[config.mk]
export PLATFORM = sky130hd
export DESIGN_NAME = acl_loader
export DESIGN_NICKNAME = d
export VERILOG_FILES = /design/src/acl_pkg.sv /design/src/acl_loader.sv
export SDC_FILE = /design/constraint.sdc
export NUM_CORES = 1
export LEC_CHECK = 0
export ABC_AREA = 1
export ABC_CLOCK_PERIOD_IN_PS = 2400
export BUFFER_PORTS_ARGS = -buffer_cell sky130_fd_sc_hd__buf_2
export CAP_MARGIN = 15
export CORE_MARGIN = 2
export CORE_UTILIZATION = 48
export DETAILED_ROUTE_END_ITERATION = 6
export PLACE_DENSITY_LB_ADDON = 0.3
export SLEW_MARGIN = 40
export SYNTH_ARGS = -nofsm -noshare
export SYNTH_HDL_FRONTEND = slang
export SYNTH_SLANG_ARGS = --single-unit
[constraint.sdc]
create_clock -name i_sys_clk -period 2.4 [get_ports i_sys_clk]
set_clock_uncertainty 0.1 [all_clocks]
set_input_delay 0.36 -clock i_sys_clk [delete_from_list [all_inputs] [get_ports i_sys_clk]]
set_output_delay 0.36 -clock i_sys_clk [all_outputs]
set_load 0.005 [all_outputs]
[src/acl_pkg.sv]
// Purpose: constants for the autobaud and calibration table loader
// Assumes: 125 MHz system clock, byte-wide nonvolatile memory with a one-cycle read
// Notes:   addresses are byte addresses into a 768-byte array
package acl_pkg;
    localparam int          CLK_MHZ         = 125;
    localparam int          POR_WAIT_US     = 1000;
    localparam int          POR_WAIT_CYC    = POR_WAIT_US * CLK_MHZ;
    localparam int          REFRESH_US      = 1000;
    localparam int          REFRESH_CYC     = REFRESH_US * CLK_MHZ;
    localparam logic [7:0]  LEARN_BYTE      = 8'h01;
    localparam logic [7:0]  REINIT_BYTE     = 8'hFF;
    localparam logic [7:0]  LOCK_SET        = 8'hFF;
    localparam logic [9:0]  OFFS_BASE       = 10'h000;
    localparam logic [9:0]  SPAN_BASE_LO    = 10'h200;
    localparam logic [9:0]  SPAN_BASE_HI    = 10'h1A0;
    localparam logic [7:0]  PTR_SPLIT       = 8'h80;
    localparam logic [7:0]  PTR_LAST        = 8'hAF;
    localparam logic [9:0]  SETUP_ADDR      = 10'h160;
    localparam logic [9:0]  OTC_ADDR        = 10'h164;
    localparam logic [9:0]  STC_ADDR        = 10'h168;
    localparam logic [9:0]  LOCK_ADDR       = 10'h16A;
    localparam int          ADDR_W          = 10;
    localparam int          NUM_WORDS       = 5;
    localparam logic [7:0]  BIT_CNT_RST     = 8'h00;
    localparam logic [15:0] WORD_RST        = 16'h0000;
endpackage : acl_pkg

[src/acl_loader.sv]
// Purpose: learns host bit rate from 01h byte and loads calibration words from memory
// Assumes: memory returns data one cycle after address; temperature pointer is synchronous
// Notes:   the learned count is held in 8 bits; one bit period of the oscillator
//
// Operation
// - first byte after reset or reinit is learning
// - learning byte must equal 01h
// - start edge begins synchronization; data LSB first
// - bit time counted in oscillator periods
// - count kept in 8-bit register for receive
// - lock byte and override set pin first
// - offset word at 000h plus twice pointer
// - span word at 200h or 1A0h region
// - fixed words read from fixed pair addresses
// - five calibration registers are kept
// - frame: start, eight data, stop, idle high
// - rate usable from 4800 to 38400; here the 8-bit count at 125 MHz caps one bit at 255 cycles
// - FFh byte returns receiver to power-up state
// - pointer updated every 1ms, trims refreshed
`timescale 1ns/1ps
module acl_loader #(
    parameter int POR_CYC     = acl_pkg::POR_WAIT_CYC,
    parameter int REFRESH_CYC = acl_pkg::REFRESH_CYC
) (
    input  wire logic        i_sys_clk,
    input  wire logic        i_rst_b,
    input  wire logic        i_serial_line,
    input  wire logic        i_lock_override,
    input  wire logic [7:0]  i_temp_code,
    input  wire logic [7:0]  i_mem_data,
    output logic      [9:0]  o_mem_addr,
    output logic             o_mem_rd,
    output logic             o_serial_enabled,
    output logic             o_rate_learned,
    output logic      [7:0]  o_bit_period_count,
    output logic      [7:0]  o_rx_byte,
    output logic             o_rx_valid,
    output logic      [7:0]  o_temp_pointer,
    output logic      [15:0] o_setup_word,
    output logic      [15:0] o_offset_trim_word,
    output logic      [15:0] o_offset_tempco_word,
    output logic      [15:0] o_span_trim_word,
    output logic      [15:0] o_span_tempco_word,
    output logic             o_load_done
);

    // loader: power-on wait, then fixed and indexed word fetches
    typedef enum logic [3:0] {
        LD_WAIT = 4'b0001,
        LD_ADDR = 4'b0010,
        LD_DATA = 4'b0100,
        LD_IDLE = 4'b1000
    } acl_ld_e;

    acl_ld_e      ld_state;
    logic [2:0]   word_idx;   // 0 lock,1 setup,2 otc,3 stc,4 offs,5 span
    logic         byte_hi;
    logic [7:0]   low_byte;
    logic [31:0]  ld_timer;
    logic         first_pass;
    logic [7:0]   lock_byte_value;
    logic         ov_sync;    // synchronised override pin

    // pointer clamp and table addresses
    wire  [7:0]   ptr_clamped = (o_temp_pointer >= acl_pkg::PTR_LAST) ?
                                acl_pkg::PTR_LAST : o_temp_pointer;
    wire  [9:0]   ptr_x2      = {1'b0, ptr_clamped, 1'b0};
    wire  [9:0]   offs_addr   = acl_pkg::OFFS_BASE + ptr_x2;
    wire  [9:0]   span_addr   = (ptr_clamped < acl_pkg::PTR_SPLIT) ?
                                acl_pkg::SPAN_BASE_LO + ptr_x2 :
                                acl_pkg::SPAN_BASE_HI +
                                {1'b0, ptr_clamped - acl_pkg::PTR_SPLIT, 1'b0};

    // word address for each load step
    function automatic logic [9:0] word_addr(input logic [2:0] idx,
                                              input logic [9:0] oa,
                                              input logic [9:0] sa);
        case (idx)
            3'd0:    word_addr = acl_pkg::LOCK_ADDR;
            3'd1:    word_addr = acl_pkg::SETUP_ADDR;
            3'd2:    word_addr = acl_pkg::OTC_ADDR;
            3'd3:    word_addr = acl_pkg::STC_ADDR;
            3'd4:    word_addr = oa;
            default: word_addr = sa;
        endcase
    endfunction : word_addr

    wire  [9:0]   cur_addr    = word_addr(word_idx, offs_addr, span_addr) +
                                {9'd0, byte_hi};
    wire  [15:0]  got_word    = {i_mem_data, low_byte};
    wire          timer_done  = (ld_timer == 32'd0);
    // serial allowed when lock clear or override held
    wire          unlocked    = (lock_byte_value != acl_pkg::LOCK_SET) | ov_sync;

    // loader sequence: power-on wait, lock, then fixed words and trims every period
    always_ff @(posedge i_sys_clk or negedge i_rst_b) begin
        if (!i_rst_b) begin
            ld_state   <= LD_WAIT;
            ld_timer   <= 32'd0;
            word_idx   <= 3'd0;
            byte_hi    <= 1'b0;
            low_byte   <= 8'h00;
            first_pass <= 1'b1;
            o_mem_addr <= 10'h000;
            o_mem_rd   <= 1'b0;
            o_load_done <= 1'b0;
            o_temp_pointer       <= 8'h00;
            lock_byte_value      <= 8'h00;
            o_setup_word         <= acl_pkg::WORD_RST;
            o_offset_trim_word   <= acl_pkg::WORD_RST;
            o_offset_tempco_word <= acl_pkg::WORD_RST;
            o_span_trim_word     <= acl_pkg::WORD_RST;
            o_span_tempco_word   <= acl_pkg::WORD_RST;
        end else begin
            o_mem_rd <= 1'b0;
            case (ld_state)
                LD_WAIT: begin
                    if (first_pass && ld_timer != POR_CYC[31:0]) begin
                        ld_timer <= ld_timer + 32'd1;
                    end else begin
                        ld_state       <= LD_ADDR;
                        o_temp_pointer <= i_temp_code;
                    end
                end
                LD_ADDR: begin
                    o_mem_addr <= cur_addr;
                    o_mem_rd   <= 1'b1;
                    ld_state   <= LD_DATA;
                end
                LD_DATA: begin
                    if (!o_mem_rd) begin
                        if (!byte_hi) begin
                            low_byte <= i_mem_data;
                            byte_hi  <= 1'b1;
                            ld_state <= LD_ADDR;
                        end else begin
                            byte_hi <= 1'b0;
                            case (word_idx)
                                3'd0:    lock_byte_value      <= low_byte;
                                3'd1:    o_setup_word         <= got_word;
                                3'd2:    o_offset_tempco_word <= got_word;
                                3'd3:    o_span_tempco_word   <= got_word;
                                3'd4:    o_offset_trim_word   <= got_word;
                                default: o_span_trim_word     <= got_word;
                            endcase
                            if (word_idx == 3'd5) begin
                                word_idx    <= 3'd1;
                                ld_state    <= LD_IDLE;
                                first_pass  <= 1'b0;
                                o_load_done <= 1'b1;
                                ld_timer    <= REFRESH_CYC[31:0] - 32'd1;
                            end else begin
                                word_idx <= word_idx + 3'd1;
                                ld_state <= LD_ADDR;
                            end
                        end
                    end
                end
                LD_IDLE: begin
                    if (timer_done) begin
                        ld_state <= LD_WAIT;
                    end else begin
                        ld_timer <= ld_timer - 32'd1;
                    end
                end
                default: ld_state <= LD_WAIT;
            endcase
        end
    end

    // serial receive: learning, framing and byte delivery
    typedef enum logic [4:0] {
        RX_OFF   = 5'b00001,
        RX_IDLE  = 5'b00010,
        RX_START = 5'b00100,
        RX_DATA  = 5'b01000,
        RX_STOP  = 5'b10000
    } acl_rx_e;

    // two-stage synchronisers for pins
    logic [1:0]   line_sync;
    logic [1:0]   ov_pipe;
    logic         line_prev;
    wire          line = line_sync[1];

    always_ff @(posedge i_sys_clk or negedge i_rst_b) begin
        if (!i_rst_b) begin
            line_sync <= 2'b11;
            ov_pipe   <= 2'b00;
            line_prev <= 1'b1;
        end else begin
            line_sync <= {line_sync[0], i_serial_line};
            ov_pipe   <= {ov_pipe[0], i_lock_override};
            line_prev <= line;
        end
    end
    assign ov_sync = ov_pipe[1];

    acl_rx_e      rx_state;
    logic [7:0]   bit_timer;
    logic [2:0]   bit_idx;
    logic [7:0]   shreg;
    logic [7:0]   learn_cnt;
    logic [1:0]   learn_phase;   // 0 wait start, 1 timing start bit
    wire          fall_edge  = line_prev & ~line;
    wire          rise_edge  = ~line_prev & line;
    wire          bit_tick   = (bit_timer == 8'd0);
    wire  [7:0]   half_count = {1'b0, o_bit_period_count[7:1]};
    wire  [7:0]   next_byte  = {line, shreg[7:1]};

    // learning times the start bit alone: bit0 of the learning byte is high,
    // so its rising edge closes exactly one bit period
    always_ff @(posedge i_sys_clk or negedge i_rst_b) begin
        if (!i_rst_b) begin
            rx_state           <= RX_OFF;
            bit_timer          <= 8'd0;
            bit_idx            <= 3'd0;
            shreg              <= 8'h00;
            learn_cnt          <= 8'd0;
            learn_phase        <= 2'd0;
            o_bit_period_count <= acl_pkg::BIT_CNT_RST;
            o_rate_learned     <= 1'b0;
            o_rx_byte          <= 8'h00;
            o_rx_valid         <= 1'b0;
            o_serial_enabled   <= 1'b0;
        end else begin
            o_rx_valid       <= 1'b0;
            o_serial_enabled <= o_load_done & unlocked;
            case (rx_state)
                RX_OFF: begin
                    if (o_load_done && unlocked) begin
                        rx_state <= RX_IDLE;
                    end
                end
                RX_IDLE: begin
                    if (!unlocked) begin
                        rx_state <= RX_OFF;
                    end else if (fall_edge) begin
                        learn_cnt <= 8'd1;
                        bit_timer <= half_count;
                        bit_idx   <= 3'd0;
                        rx_state  <= o_rate_learned ? RX_START : RX_DATA;
                        learn_phase <= {1'b0, ~o_rate_learned};
                    end
                end
                RX_START: begin
                    if (bit_tick) begin
                        bit_timer <= o_bit_period_count - 8'd1; // tick every count cycles
                        rx_state  <= line ? RX_IDLE : RX_DATA;
                    end else begin
                        bit_timer <= bit_timer - 8'd1;
                    end
                end
                RX_DATA: begin
                    if (learn_phase == 2'd1) begin
                        // count oscillator periods across the start bit
                        if (rise_edge) begin
                            o_bit_period_count <= learn_cnt;
                            learn_phase <= 2'd2;
                            bit_idx     <= 3'd0; // bit0 sampled at its middle
                            shreg       <= 8'h00;
                            bit_timer   <= {1'b0, learn_cnt[7:1]};
                        end else if (learn_cnt != 8'hFF) begin
                            learn_cnt <= learn_cnt + 8'd1;
                        end
                    end else if (bit_tick) begin
                        shreg     <= next_byte;
                        bit_timer <= o_bit_period_count - 8'd1;
                        bit_idx   <= bit_idx + 3'd1;
                        if (bit_idx == 3'd7) begin
                            rx_state <= RX_STOP;
                        end
                    end else begin
                        bit_timer <= bit_timer - 8'd1;
                    end
                end
                RX_STOP: begin
                    if (bit_tick) begin
                        rx_state    <= RX_IDLE;
                        learn_phase <= 2'd0;
                        if (line) begin
                            if (!o_rate_learned) begin
                                o_rate_learned <= (shreg == acl_pkg::LEARN_BYTE);
                            end else if (shreg == acl_pkg::REINIT_BYTE) begin
                                o_rate_learned <= 1'b0;
                            end else begin
                                o_rx_byte  <= shreg;
                                o_rx_valid <= 1'b1;
                            end
                        end
                    end else begin
                        bit_timer <= bit_timer - 8'd1;
                    end
                end
                default: rx_state <= RX_OFF;
            endcase
        end
    end

endmodule : acl_loader

# After elaboration in Yosys (flattened, before gate mapping)
# Cells that the tools add are included.
# W data, S select, Z words.
[classes]
n_addsub = 11
n_lt_le_gt_ge = 2
n_eq_ne = 45
mux = 63
bitwise_logic = 12
reduce_logical = 33
[ops]
columns = ["cell", "count"]
rows = [
  ["$mux W32", 5],
  ["$mux W8", 15],
  ["$pmux W32 S3", 1],
  ["$pmux W10 S5", 1],
  ["$ne A2 B2 Y1 const B", 21],
  ["$mux W5", 8],
  ["$add A32 B1 Y32 const B", 1],
  ["$logic_not A32 Y1", 1],
  ["$ne A32 B17 Y1 const B", 1],
  ["$pmux W8 S4", 1],
  ["$sub A32 B1 Y32 const B", 1],
  ["$mux W4", 7],
  ["$reduce_and A4 Y1", 7],
  ["$pmux W5 S5", 1],
  ["$mux W3", 6],
  ["$reduce_and A3 Y1", 6],
  ["$reduce_and A6 Y1", 3],
  ["$ne A8 B8 Y1 const B", 2],
  ["$pmux W4 S4", 1],
  ["$pmux W8 S2", 1],
  ["$sub A8 B1 Y8 const B", 2],
  ["$reduce_and A5 Y1", 3],
  ["$add A10 B1 Y10", 1],
  ["$add A10 B9 Y10 const A", 1],
  ["other kinds (39)", 69],
]
[totals]
regBits = 215
out_inout_bits = 119
word_cells = 196

# Logic depth before layout (Yosys ltp)
# Gate-level depths: netlist of the first run.
[depth]
ltp_word = 7
depth_mapped = 19
ltp_nobuf = 18

# Worst setup path after synthesis of the first run
# Ideal clock, no wire load.
[synth_timing]
kind = "register to register"
start = "register ld_state[0]"
end = "register ld_timer[30]"
setup_time_ps = 118
t_arrival_ps = 1967
setup_slack_ps = 215
path_stages_with_launch = 15
path_buffers = 1
path_cell_list = "dfstp_2 > nor2_4 > nand2_4 > inv_1 > buf_4 > ha_1 > inv_1 > nor2_1 > nand3_1 > nor2_1 > nor2_1 > nand2_1 > nand2_1 > nand3_1 > nand2_1"
[synth_via]
elab_chain_len = 3
elab_cells_between_ends = 11
[synth_lines]
columns = ["element", "line", "text"]
rows = [
  ["from (decl)", "acl_loader.sv:55", "acl_ld_e ld_state;"],
  ["from (signal assigned)", "acl_loader.sv:98", "ld_state <= LD_WAIT;"],
  ["from (signal assigned)", "acl_loader.sv:121", "ld_state <= LD_ADDR;"],
  ["from (signal assigned)", "acl_loader.sv:128", "ld_state <= LD_DATA;"],
  ["$eq A4 B3 Y1, or another cell as far along", "acl_loader.sv:116", "case (ld_state)"],
  ["$ne A2 B2 Y1 (no line) or $reduce_bool A3 Y1 (tied branches)", "-", ""],
  ["$reduce_and A6 Y1 (no line)", "-", ""],
  ["to (signal assigned)", "acl_loader.sv:119", "ld_timer <= ld_timer + 32'd1;"],
  ["to (signal assigned)", "acl_loader.sv:151", "ld_timer <= REFRESH_CYC[31:0] - 32'd1;"],
  ["to (signal assigned)", "acl_loader.sv:163", "ld_timer <= ld_timer - 32'd1;"],
  ["to (decl)", "acl_loader.sv:59", "logic [31:0] ld_timer;"],
]
# Parallel ways exist; a longest one is shown, timed or not.
# A chain may end at the register's enable or synchronous reset.

# Final worst setup path of the first run
[layout_timing]
start = "register ld_state[0]"
end = "register ld_timer[25]"
# The elaborated chain is that of the path after synthesis.

==> results of run 1 <==
-- through the flow --
stage | util (%) | setup slack, ps | hold slack, ps
after floorplan | - | 215 | -35.6
after global routing | 60.0 | -53.9 | 76.1
after global placement | 54.4 | 106 | 199
final | 60.0 | 58.8 | 65.4
after CTS | 58.5 | 47.3 | 55.9
after detailed placement | 54.4 | -36.5 | 198
-- worst paths after layout --
path / start / endpoint / slack (ps)
worst max-delay path: ld_state[0] / ld_timer[25] / 60
worst min-delay path: i_mem_data[4] / o_offset_tempco_word[12] / 70
worst max register to register: ld_state[0] / ld_timer[25] / 60
worst min register to register: ov_pipe[0] / ov_pipe[1] / 250
max in group asynchronous: i_rst_b / ld_timer[28] / 1160
min in group asynchronous: i_rst_b / ld_timer[1] / 230
-- metal layers --
layer | wire [um] | vias up | global-route usage [%]
met5 | 0 | - | 0
met4 | 741 | 0 | 6.35
met3 | 2990 | 64 | 5.97
met2 | 14000 | 449 | 39.3
met1 | 14100 | 5059 | 36.2
li1 | - | 5251 | -
-- what timing repair did --
action / in CTS / in global routing
pin swaps: 0 / 17
resized for setup: 1 / 69
hold buffers: 11 / 0
endpoints found under the hold margin: 54 / 0
cloned: 0 / 2
endpoints found under the setup margin: 1 / 43
buffers inserted: 0 / 5
-- power groups by stage --
stage	Combinational, mW	Sequential, mW	Clock [mW]
floorplan	1.20	4.04	0
global placement	1.88	4.06	0
detailed placement	1.90	4.06	0
CTS	1.92	4.00	3.96
global route	2.21	4.03	4.11
finish	1.93	4.00	3.87
-- cell type report --
class,count,area (um2),area share (%)
Clock buffer,27,632,4.50
Multi-Input combinational cell,1053,5260,37.5
Tap cell,319,399,2.84
Clock inverter,15,205,1.46
Sequential cell,215,5390,38.4
Inverter,194,732,5.22
Timing Repair Buffer,215,1420,10.1
-- cell families after synthesis --
group	Yosys count	share of synthesized area, %
buffers and inverters	237	8.37
adder cells (fa/ha/maj)	11	1.21
AO/OA/AOI/OAI	276	13.3
XOR/XNOR	26	2.13
AND/OR/NAND/NOR	740	27.7
flip-flops	215	47.3
-- worst reg2reg max path, stage by stage, from the launching register on --
cell and delay [ps]:
dfstp_2 570, nor2_4 70, nand2_4 140, clkbuf_16 190
nand2_1 80, nand2_2 140, inv_1 60, nand2_1 120
nor2_2 60, nand2_1 60, nand2_1 70, a21oi_1 280
nand3_1 120, nand3_1 110, nand2_1 60
-- cell usage after synthesis, drive strengths merged --
cell and n:
a211oi 1, a21oi 43, a221oi 1, a22oi 1, a31oi 7, a41oi 3
and2 4, buf 18, clkbuf 25, dfrtp 209, dfstp 6, ha 11
inv 194, nand2 441, nand3 114, nand3b 3, nand4 17, nor2 134
nor3 16, nor3b 1, nor4 3, o2111ai 1, o211ai 6, o21a 1
o21ai 184, o21bai 6, o221ai 3, o22ai 10, o311ai 1, o31ai 7
o32ai 1, or2 7, xnor2 2, xor2 24
-- state kept, by name, indices dropped and copies added, names as in the netlist, 10 cells and up --
signal / cells
ld_timer: 32
o_offset_trim_word: 16
o_offset_tempco_word: 16
o_span_trim_word: 16
o_setup_word: 16
o_span_tempco_word: 16
o_mem_addr: 10
==> results.json, run 1 <==
{
  "dr.first_iter.drc_count": 818,
  "max_freq_ghz": 0.427,
  "crit_type": "reg -> reg",
  "layout-drive-gt1-share_pct": 20.3,
  "ys_ff_latch": 215,
  "swShare_pct": 30.2,
  "die_w_um": 158,
  "cts_tree": "done",
  "area_delta_synth_final_pct": 23.3,
  "p_comb_share_pct": 19.7,
  "place.detailed.hpwl_um": 22600,
  "nets": 1734,
  "synth.largest_area_cell": "dfrtp_1",
  "synthTopCellsByArea": "dfrtp_1 (46%), nand2_1 (14%), o21ai_0 (8.0%), inv_1 (6.2%), nand3_1 (5.0%)",
  "vias": 10800,
  "cap_violations": 0,
  "ys_types": 51,
  "layout_commonest_cell": "nand2_1",
  "status": "completed",
  "clk_pin_slew_ps": 60,
  "p_seq_share_pct": 40.8,
  "rsz0062_at_grt": "true",
  "netlist_area_mm2": 0.0114,
  "portBuffers": 138,
  "cts_sinks": 215,
  "diodes": 0,
  "via_per_inst": 5.31,
  "worst_hold_path_type": "in -> reg",
  "clk_latency_ps": 540,
  "drt-total-wl_um": 31800,
  "total_power_mw": 9.81,
  "ys_seq_area_share_pct": 47.3,
  "synth_cells": 1505,
  "critPathLaunchType": "flop",
  "synth_top_area_share_pct": 45.9,
  "ir_drop_mv": 0.587,
  "start_util_pct": 48.6,
  "setup_viol": 0,
  "final_cells": 2038,
  "hold_violations": 0,
  "grt_max_degree": 69,
  "fillers": 2178,
  "htreeDepth": 1,
  "whs_path_depth": 3,
  "slew_violations": 0,
  "cellInternalPower_mw": 6.85,
  "first_pass_iters": 5,
  "grt_usage_pct": 25.4,
  "die_y_um": 158,
  "syn_area_per_cell_um2": 7.56,
  "placed_cells": 1978,
  "powerDensity_mw_per_mm2": 699,
  "rows": 56,
  "clockBufferDepth": 3,
  "cp_max_fo": 7,
  "r2r.worst_path.cells": 14,
  "grt_pass1_wl_um": 51400,
  "power.share.clock_pct": 39.5,
  "final_area_mm2": 0.0140,
  "slew_headroom_pct": 61.8,
  "cts_root_buf": "clkbuf_16",
  "crit_chain": "nor2_4 > nand2_4 > clkbuf_16 > nand2_1 > nand2_2 > inv_1 > nand2_1 > nor2_2 > nand2_1 > nand2_1 > a21oi_1 > nand3_1 > nand3_1 > nand2_1",
  "numCtsBuffers": 24,
  "num_io_pins": 139,
  "leakage_nw": 7.32,
  "endpoint_kind": "flop",
  "drc": 0,
  "critPathTopFamily": "simple AND/OR/NAND/NOR gates",
  "period_minus_slack_ps": 2340,
  "avgRoutedWirePerCell_um": 15.6,
  "crit_buf_inv": 2,
  "overflow": 0,
  "antenna_found_initial": 0,
  "layout_common_cells": "nand2_1 (407), dfrtp_1 (209), inv_1 (184)",
  "arrival_ps": 2650,
  "critPathSlowestCell": "dfstp_2",
  "grt_pass1_vias": 10300,
  "core_mm2": 0.0234,
  "gp_congestion": 1.00,
  "crit_path_frequent_cell": "nand2_1",
  "worst_slew_pin_slew_ps": 571,
  "place_area_mm2": 0.0127,
  "drt.antenna.violating_nets": 0,
  "tns_ps": 0,
  "die-area_mm2": 0.0250,
  "synth_nets": 1536,
  "finalCritPeriodShare_pct": 97.5,
  "max_stage_delay_ps": 570,
  "switchingPower_mw": 2.96,
  "yosys_warnings": 0,
  "required_ps": 2710,
  "path_depth": 14
}
Power figures use the tool's default switching activity.
==> run 2: changes to the inputs <==
CTS_BUF_LIST = sky130_fd_sc_hd__clkbuf_4 sky130_fd_sc_hd__clkbuf_8 sky130_fd_sc_hd__clkbuf_16   (was not set)
==> results.json, run 2 (same netlist as run 1, synthesis figures left out) <==
{
  "status": "completed",
  "required_ps": 2710,
  "layout_common_cells": "nand2_1 (407), dfrtp_1 (209), inv_1 (184)",
  "hold_path_end": "o_offset_tempco_word[12]",
  "fillers": 2176,
  "area_delta_synth_final_pct": 23.3,
  "dr.first_iter.drc_count": 816,
  "reg2reg_from": "ld_state[0]",
  "grt_max_degree": 69,
  "slew_headroom_pct": 61.8,
  "ff2ff_setup_slack_ps": 50,
  "setup_viol": 0,
  "core_mm2": 0.0234,
  "numCtsBuffers": 24,
  "max_freq_ghz": 0.426,
  "cts_sinks": 215,
  "leakage_nw": 7.32,
  "overflow": 0,
  "layout-drive-gt1-share_pct": 20.4,
  "final_util_pct": 60.0,
  "vias": 10800,
  "cap_violations": 0,
  "worst_hold_path_type": "in -> reg",
  "drt.antenna.violating_nets": 0,
  "cp_max_fo": 7,
  "period_minus_slack_ps": 2350,
  "crit_type": "reg -> reg",
  "htreeDepth": 1,
  "critPathLaunchType": "flop",
  "slew_violations": 0,
  "r2r.worst_path.cells": 14,
  "diodes": 0,
  "cts_root_buf": "clkbuf_16",
  "crit_chain": "nor2_4 > nand2_4 > clkbuf_16 > nand2_1 > nand2_2 > inv_1 > nand2_1 > nor2_2 > nand2_1 > nand2_1 > a21oi_1 > nand3_1 > nand3_1 > nand2_1",
  "hold_violations": 0,
  "top_register": "ld_timer",
  "layout_commonest_cell": "nand2_1",
  "rsz0062_at_grt": "true",
  "die_y_um": 158,
  "die-area_mm2": 0.0250,
  "grt_pass1_wl_um": 51400,
  "crit_path_frequent_cell": "nand2_1",
  "arrival_ps": 2660,
  "total_power_mw": 9.82,
  "start_util_pct": 48.6,
  "gp_congestion": 1.00,
  "drc": 0,
  "worstHoldStart": "i_mem_data[4]",
  "ir_drop_mv": 0.587,
  "critPathSlowestCell": "dfstp_2",
  "cts_tree": "done",
  "clk_latency_ps": 540,
  "num_io_pins": 139,
  "crit_buf_inv": 2,
  "drt-total-wl_um": 31800,
  "grt_pass1_vias": 10300,
  "die_w_um": 158,
  "clockBufferDepth": 3,
  "max_stage_delay_ps": 570,
  "critPathTopFamily": "simple AND/OR/NAND/NOR gates",
  "whs_path_depth": 3,
  "place.detailed.hpwl_um": 22600,
  "largest_register_ff_count": 32,
  "portBuffers": 138,
  "avgRoutedWirePerCell_um": 15.6,
  "powerDensity_mw_per_mm2": 699,
  "nets": 1734,
  "finalCritPeriodShare_pct": 97.8,
  "first_pass_iters": 7,
  "grt_usage_pct": 25.4,
  "r2r_end": "ld_timer[25]",
  "clk_pin_slew_ps": 60,
  "via_per_inst": 5.30,
  "rows": 56,
  "antenna_found_initial": 0,
  "endpoint_kind": "flop",
  "tns_ps": 0,
  "worst_slew_pin_slew_ps": 571
}
-- run 2: how the worst max path moves through the flow --
stage	startpoint	end	cells past startpoint
after global routing	ld_state[0]	ld_timer[25]	14
after CTS	ld_state[0]	ld_timer[30]	14
after floorplan	ld_state[0]	ld_timer[30]	14
final	ld_state[0]	ld_timer[25]	14
after detailed placement	ld_timer[29]	ld_timer[14]	10
after global placement	ld_timer[29]	ld_timer[14]	10
-- run 2: final cells by class --
type | count | area (um2) | share of cell area (%)
clock inverters | 15 | 205 | 1.46
well taps | 319 | 399 | 2.84
multi-input cells | 1053 | 5260 | 37.5
repair buffers | 215 | 1420 | 10.1
inverters | 194 | 732 | 5.21
clock buffers | 27 | 636 | 4.53
flip-flops and latches | 215 | 5390 | 38.4
-- run 2: worst reg2reg max path: cells and delay by family (launching register included) --
kind,cells,cell delay [ps]
simple gates,11,1040
compound gates,1,280
flops,1,570
buf+inv,2,250
-- run 2: report_power, final --
| part | internal, mW | switching (mW) | leakage (nW) |
|---|---|---|---|
| Sequential | 3.85 | 0.151 | 2.63 |
| Clock | 2.34 | 1.54 | 0.414 |
| Combinational | 0.662 | 1.27 | 4.28 |
-- run 2: per-layer routing --
metal | global-route usage [%] | part of all wire, %
met1 | 36.2 | 45
met2 | 39.3 | 44
met4 | 6.35 | 2.3
met5 | 0 | 0
met3 | 5.97 | 9.3
-- run 2: timing repair --
item	4_1_cts	5_1_grt
gates cloned	0	2
endpoints found under the setup margin	1	43
gates resized for setup	1	69
setup buffers	0	5
endpoints found under the hold margin	54	0
hold buffers	11	0
pin swaps	0	17
-- run 2: metrics by stage --
| stage | hold WS (ps) | worst slack (ps) | cells | instance area, um2 |
|---|---|---|---|---|
| 2_1_floorplan | -35.6 | 215 | 1505 | 11400 |
| 3_3_place_gp | 199 | 106 | 1978 | 12700 |
| 3_5_place_dp | 198 | -36.5 | 1978 | 12700 |
| 4_1_cts | 55.9 | 47.3 | 2031 | 13700 |
| 5_1_grt | 76.1 | -53.9 | 2038 | 14000 |
| 6_report | 65.4 | 53.2 | 2038 | 14000 |
==> run 3: changes to the inputs <==
SETUP_SLACK_MARGIN = 0.5   (was not set)
==> results.json, run 3 (same netlist as run 1, synthesis figures left out) <==
{
  "leakage_nw": 7.73,
  "cts_sinks": 215,
  "antenna_found_initial": 0,
  "final_cells": 2092,
  "worst_hold_path_type": "in -> reg",
  "cp_max_fo": 14,
  "rsz0062_at_grt": "true",
  "hold_violations": 0,
  "final_util_pct": 64.5,
  "nets": 1786,
  "numCtsBuffers": 24,
  "finalCritPeriodShare_pct": 95.6,
  "critPathLaunchType": "flop",
  "htreeDepth": 1,
  "seqCellArea_mm2": 0.00539,
  "first_pass_iters": 5,
  "cts_tree": "done",
  "crit_path_frequent_cell": "nand2_4",
  "switchingPower_mw": 3.43,
  "clockBufferDepth": 3,
  "drc": 0,
  "slew_violations": 0,
  "setup_viol": 0,
  "tns_ps": 0,
  "powerDensity_mw_per_mm2": 698,
  "ir_drop_mv": 0.717,
  "multi_input_area_mm2": 0.00582,
  "core_mm2": 0.0234,
  "num_io_pins": 139,
  "start_util_pct": 48.6,
  "vias": 11300,
  "period_minus_slack_ps": 2290,
  "top_register": "ld_timer",
  "die_w_um": 158,
  "grt_usage_pct": 26.7,
  "diodes": 0,
  "clk_pin_slew_ps": 60,
  "required_ps": 2700,
  "swShare_pct": 32.5,
  "p_comb_share_pct": 26.9,
  "max_freq_ghz": 0.436,
  "cap_violations": 0,
  "critPathSlowestCell": "dfrtp_1",
  "power.share.clock_pct": 34.9,
  "slew_headroom_pct": 62.4,
  "status": "completed",
  "worst_slew_pin_slew_ps": 564,
  "die_y_um": 158,
  "grt_max_degree": 68,
  "gp_congestion": 0.935,
  "crit_buf_inv": 5,
  "critPathTopFamily": "simple AND/OR/NAND/NOR gates",
  "via_per_inst": 5.38,
  "area_delta_synth_final_pct": 32.7,
  "cellInternalPower_mw": 7.11,
  "preCtsSetupSlack_ps": 23.8,
  "layout_commonest_cell": "nand2_1",
  "cts_root_buf": "clkbuf_16",
  "layout_common_cells": "nand2_1 (389), dfrtp_1 (204), inv_1 (158)",
  "holdWs_ps": 113,
  "drt.antenna.violating_nets": 0,
  "overflow": 0,
  "avgRoutedWirePerCell_um": 16.5,
  "largest_register_ff_count": 32,
  "clk_latency_ps": 510,
  "die-area_mm2": 0.0250,
  "p_seq_share_pct": 38.2,
  "arrival_ps": 2600,
  "endpoint_kind": "flop",
  "place.detailed.hpwl_um": 23000,
  "grt_pass1_vias": 10700,
  "fillers": 2004,
  "max_stage_delay_ps": 410,
  "layout-drive-gt1-share_pct": 29.7,
  "placed_cells": 1966,
  "crit_chain": "nor2_4 > nand2_4 > buf_12 > nand2_4 > nand2_1 > inv_1 > ha_2 > inv_2 > nand2_2 > nand2_2 > o21bai_4 > nand2_4 > buf_4 > nand3_2 > nand3_2 > o21ai_1 > inv_1",
  "drt-total-wl_um": 34600,
  "setup_slack_ps": 106,
  "rows": 56,
  "grt_pass1_wl_um": 53600,
  "portBuffers": 138,
  "dr.first_iter.drc_count": 935,
  "crit_type": "reg -> reg"
}
run 3: cell types whose count changed in the layout (fill, tap and decap cells not counted), sizes merged:
cell / before / now
buf: 202 / 251
bufbuf: 0 / 1
bufinv: 4 / 1
clkbuf: 29 / 33
clkinv: 9 / 4
clkinvlp: 3 / 10
nand2: 441 / 442
run 3: metal layers:
metal / GRT usage [%] / part of all wire (%) / wire length [um]
met1: 35.8 / 42 / 14700
met2: 43.2 / 46 / 16000
met3: 6.05 / 8.2 / 2830
met4: 8.75 / 3.2 / 1090
met5: 0 / 0 / 0
run 3: path summary, 6_finish.rpt:
kind,from,to,slack (ps),cells after the start
worst max-delay path,ld_state[2],ld_timer[14],110,17
worst max register to register,ld_state[2],ld_timer[14],110,17
min in group asynchronous,i_rst_b,ld_timer[14],310,2
max in group asynchronous,i_rst_b,learn_cnt[6],1170,3
worst min register to register,line_sync[0],line_sync[1],260,0
worst min-delay path,i_mem_data[3],o_setup_word[11],110,3
run 3: cell type report:
| cell class | instances | share of cell area, % |
|---|---|---|
| multi-input cells | 1054 | 38.6 |
| flip-flops and latches | 215 | 35.7 |
| clock inverters | 13 | 0.746 |
| well taps | 319 | 2.64 |
| repair buffers | 265 | 12.8 |
| inverters | 194 | 4.95 |
| clock buffers | 31 | 4.52 |
| repair inverters | 1 | 0.0497 |
run 3: repair_timing:
item                                    CTS  global route
pin swaps                                21            40
hold buffers                             11             0
gates cloned                              3             3
endpoints found under the setup margin  106           177
hold endpoints to repair                 71             0
gates resized for setup                 109           165
buffers inserted                         29            36
run 3: power by group through the flow:
stage	clock [mW]	combinational, mW	sequential (mW)
6_report	3.68	2.84	4.02
5_1_grt	3.91	3.06	4.05
4_1_cts	3.76	2.14	4.01
3_5_place_dp	0	1.92	4.07
3_3_place_gp	0	1.89	4.06
2_1_floorplan	0	1.20	4.04
run 3: through the flow:
stage / power [mW] / instance area (um2)
4_1_cts: 9.90 / 14300
2_1_floorplan: 5.24 / 11400
3_5_place_dp: 5.99 / 12800
3_3_place_gp: 5.95 / 12800
6_report: 10.5 / 15100
5_1_grt: 11.0 / 15100
run 3: tightest hold or removal path, cell delays in order:
cell and delay [ps]:
buf_2 70, inv_1 90, o21ai_0 160
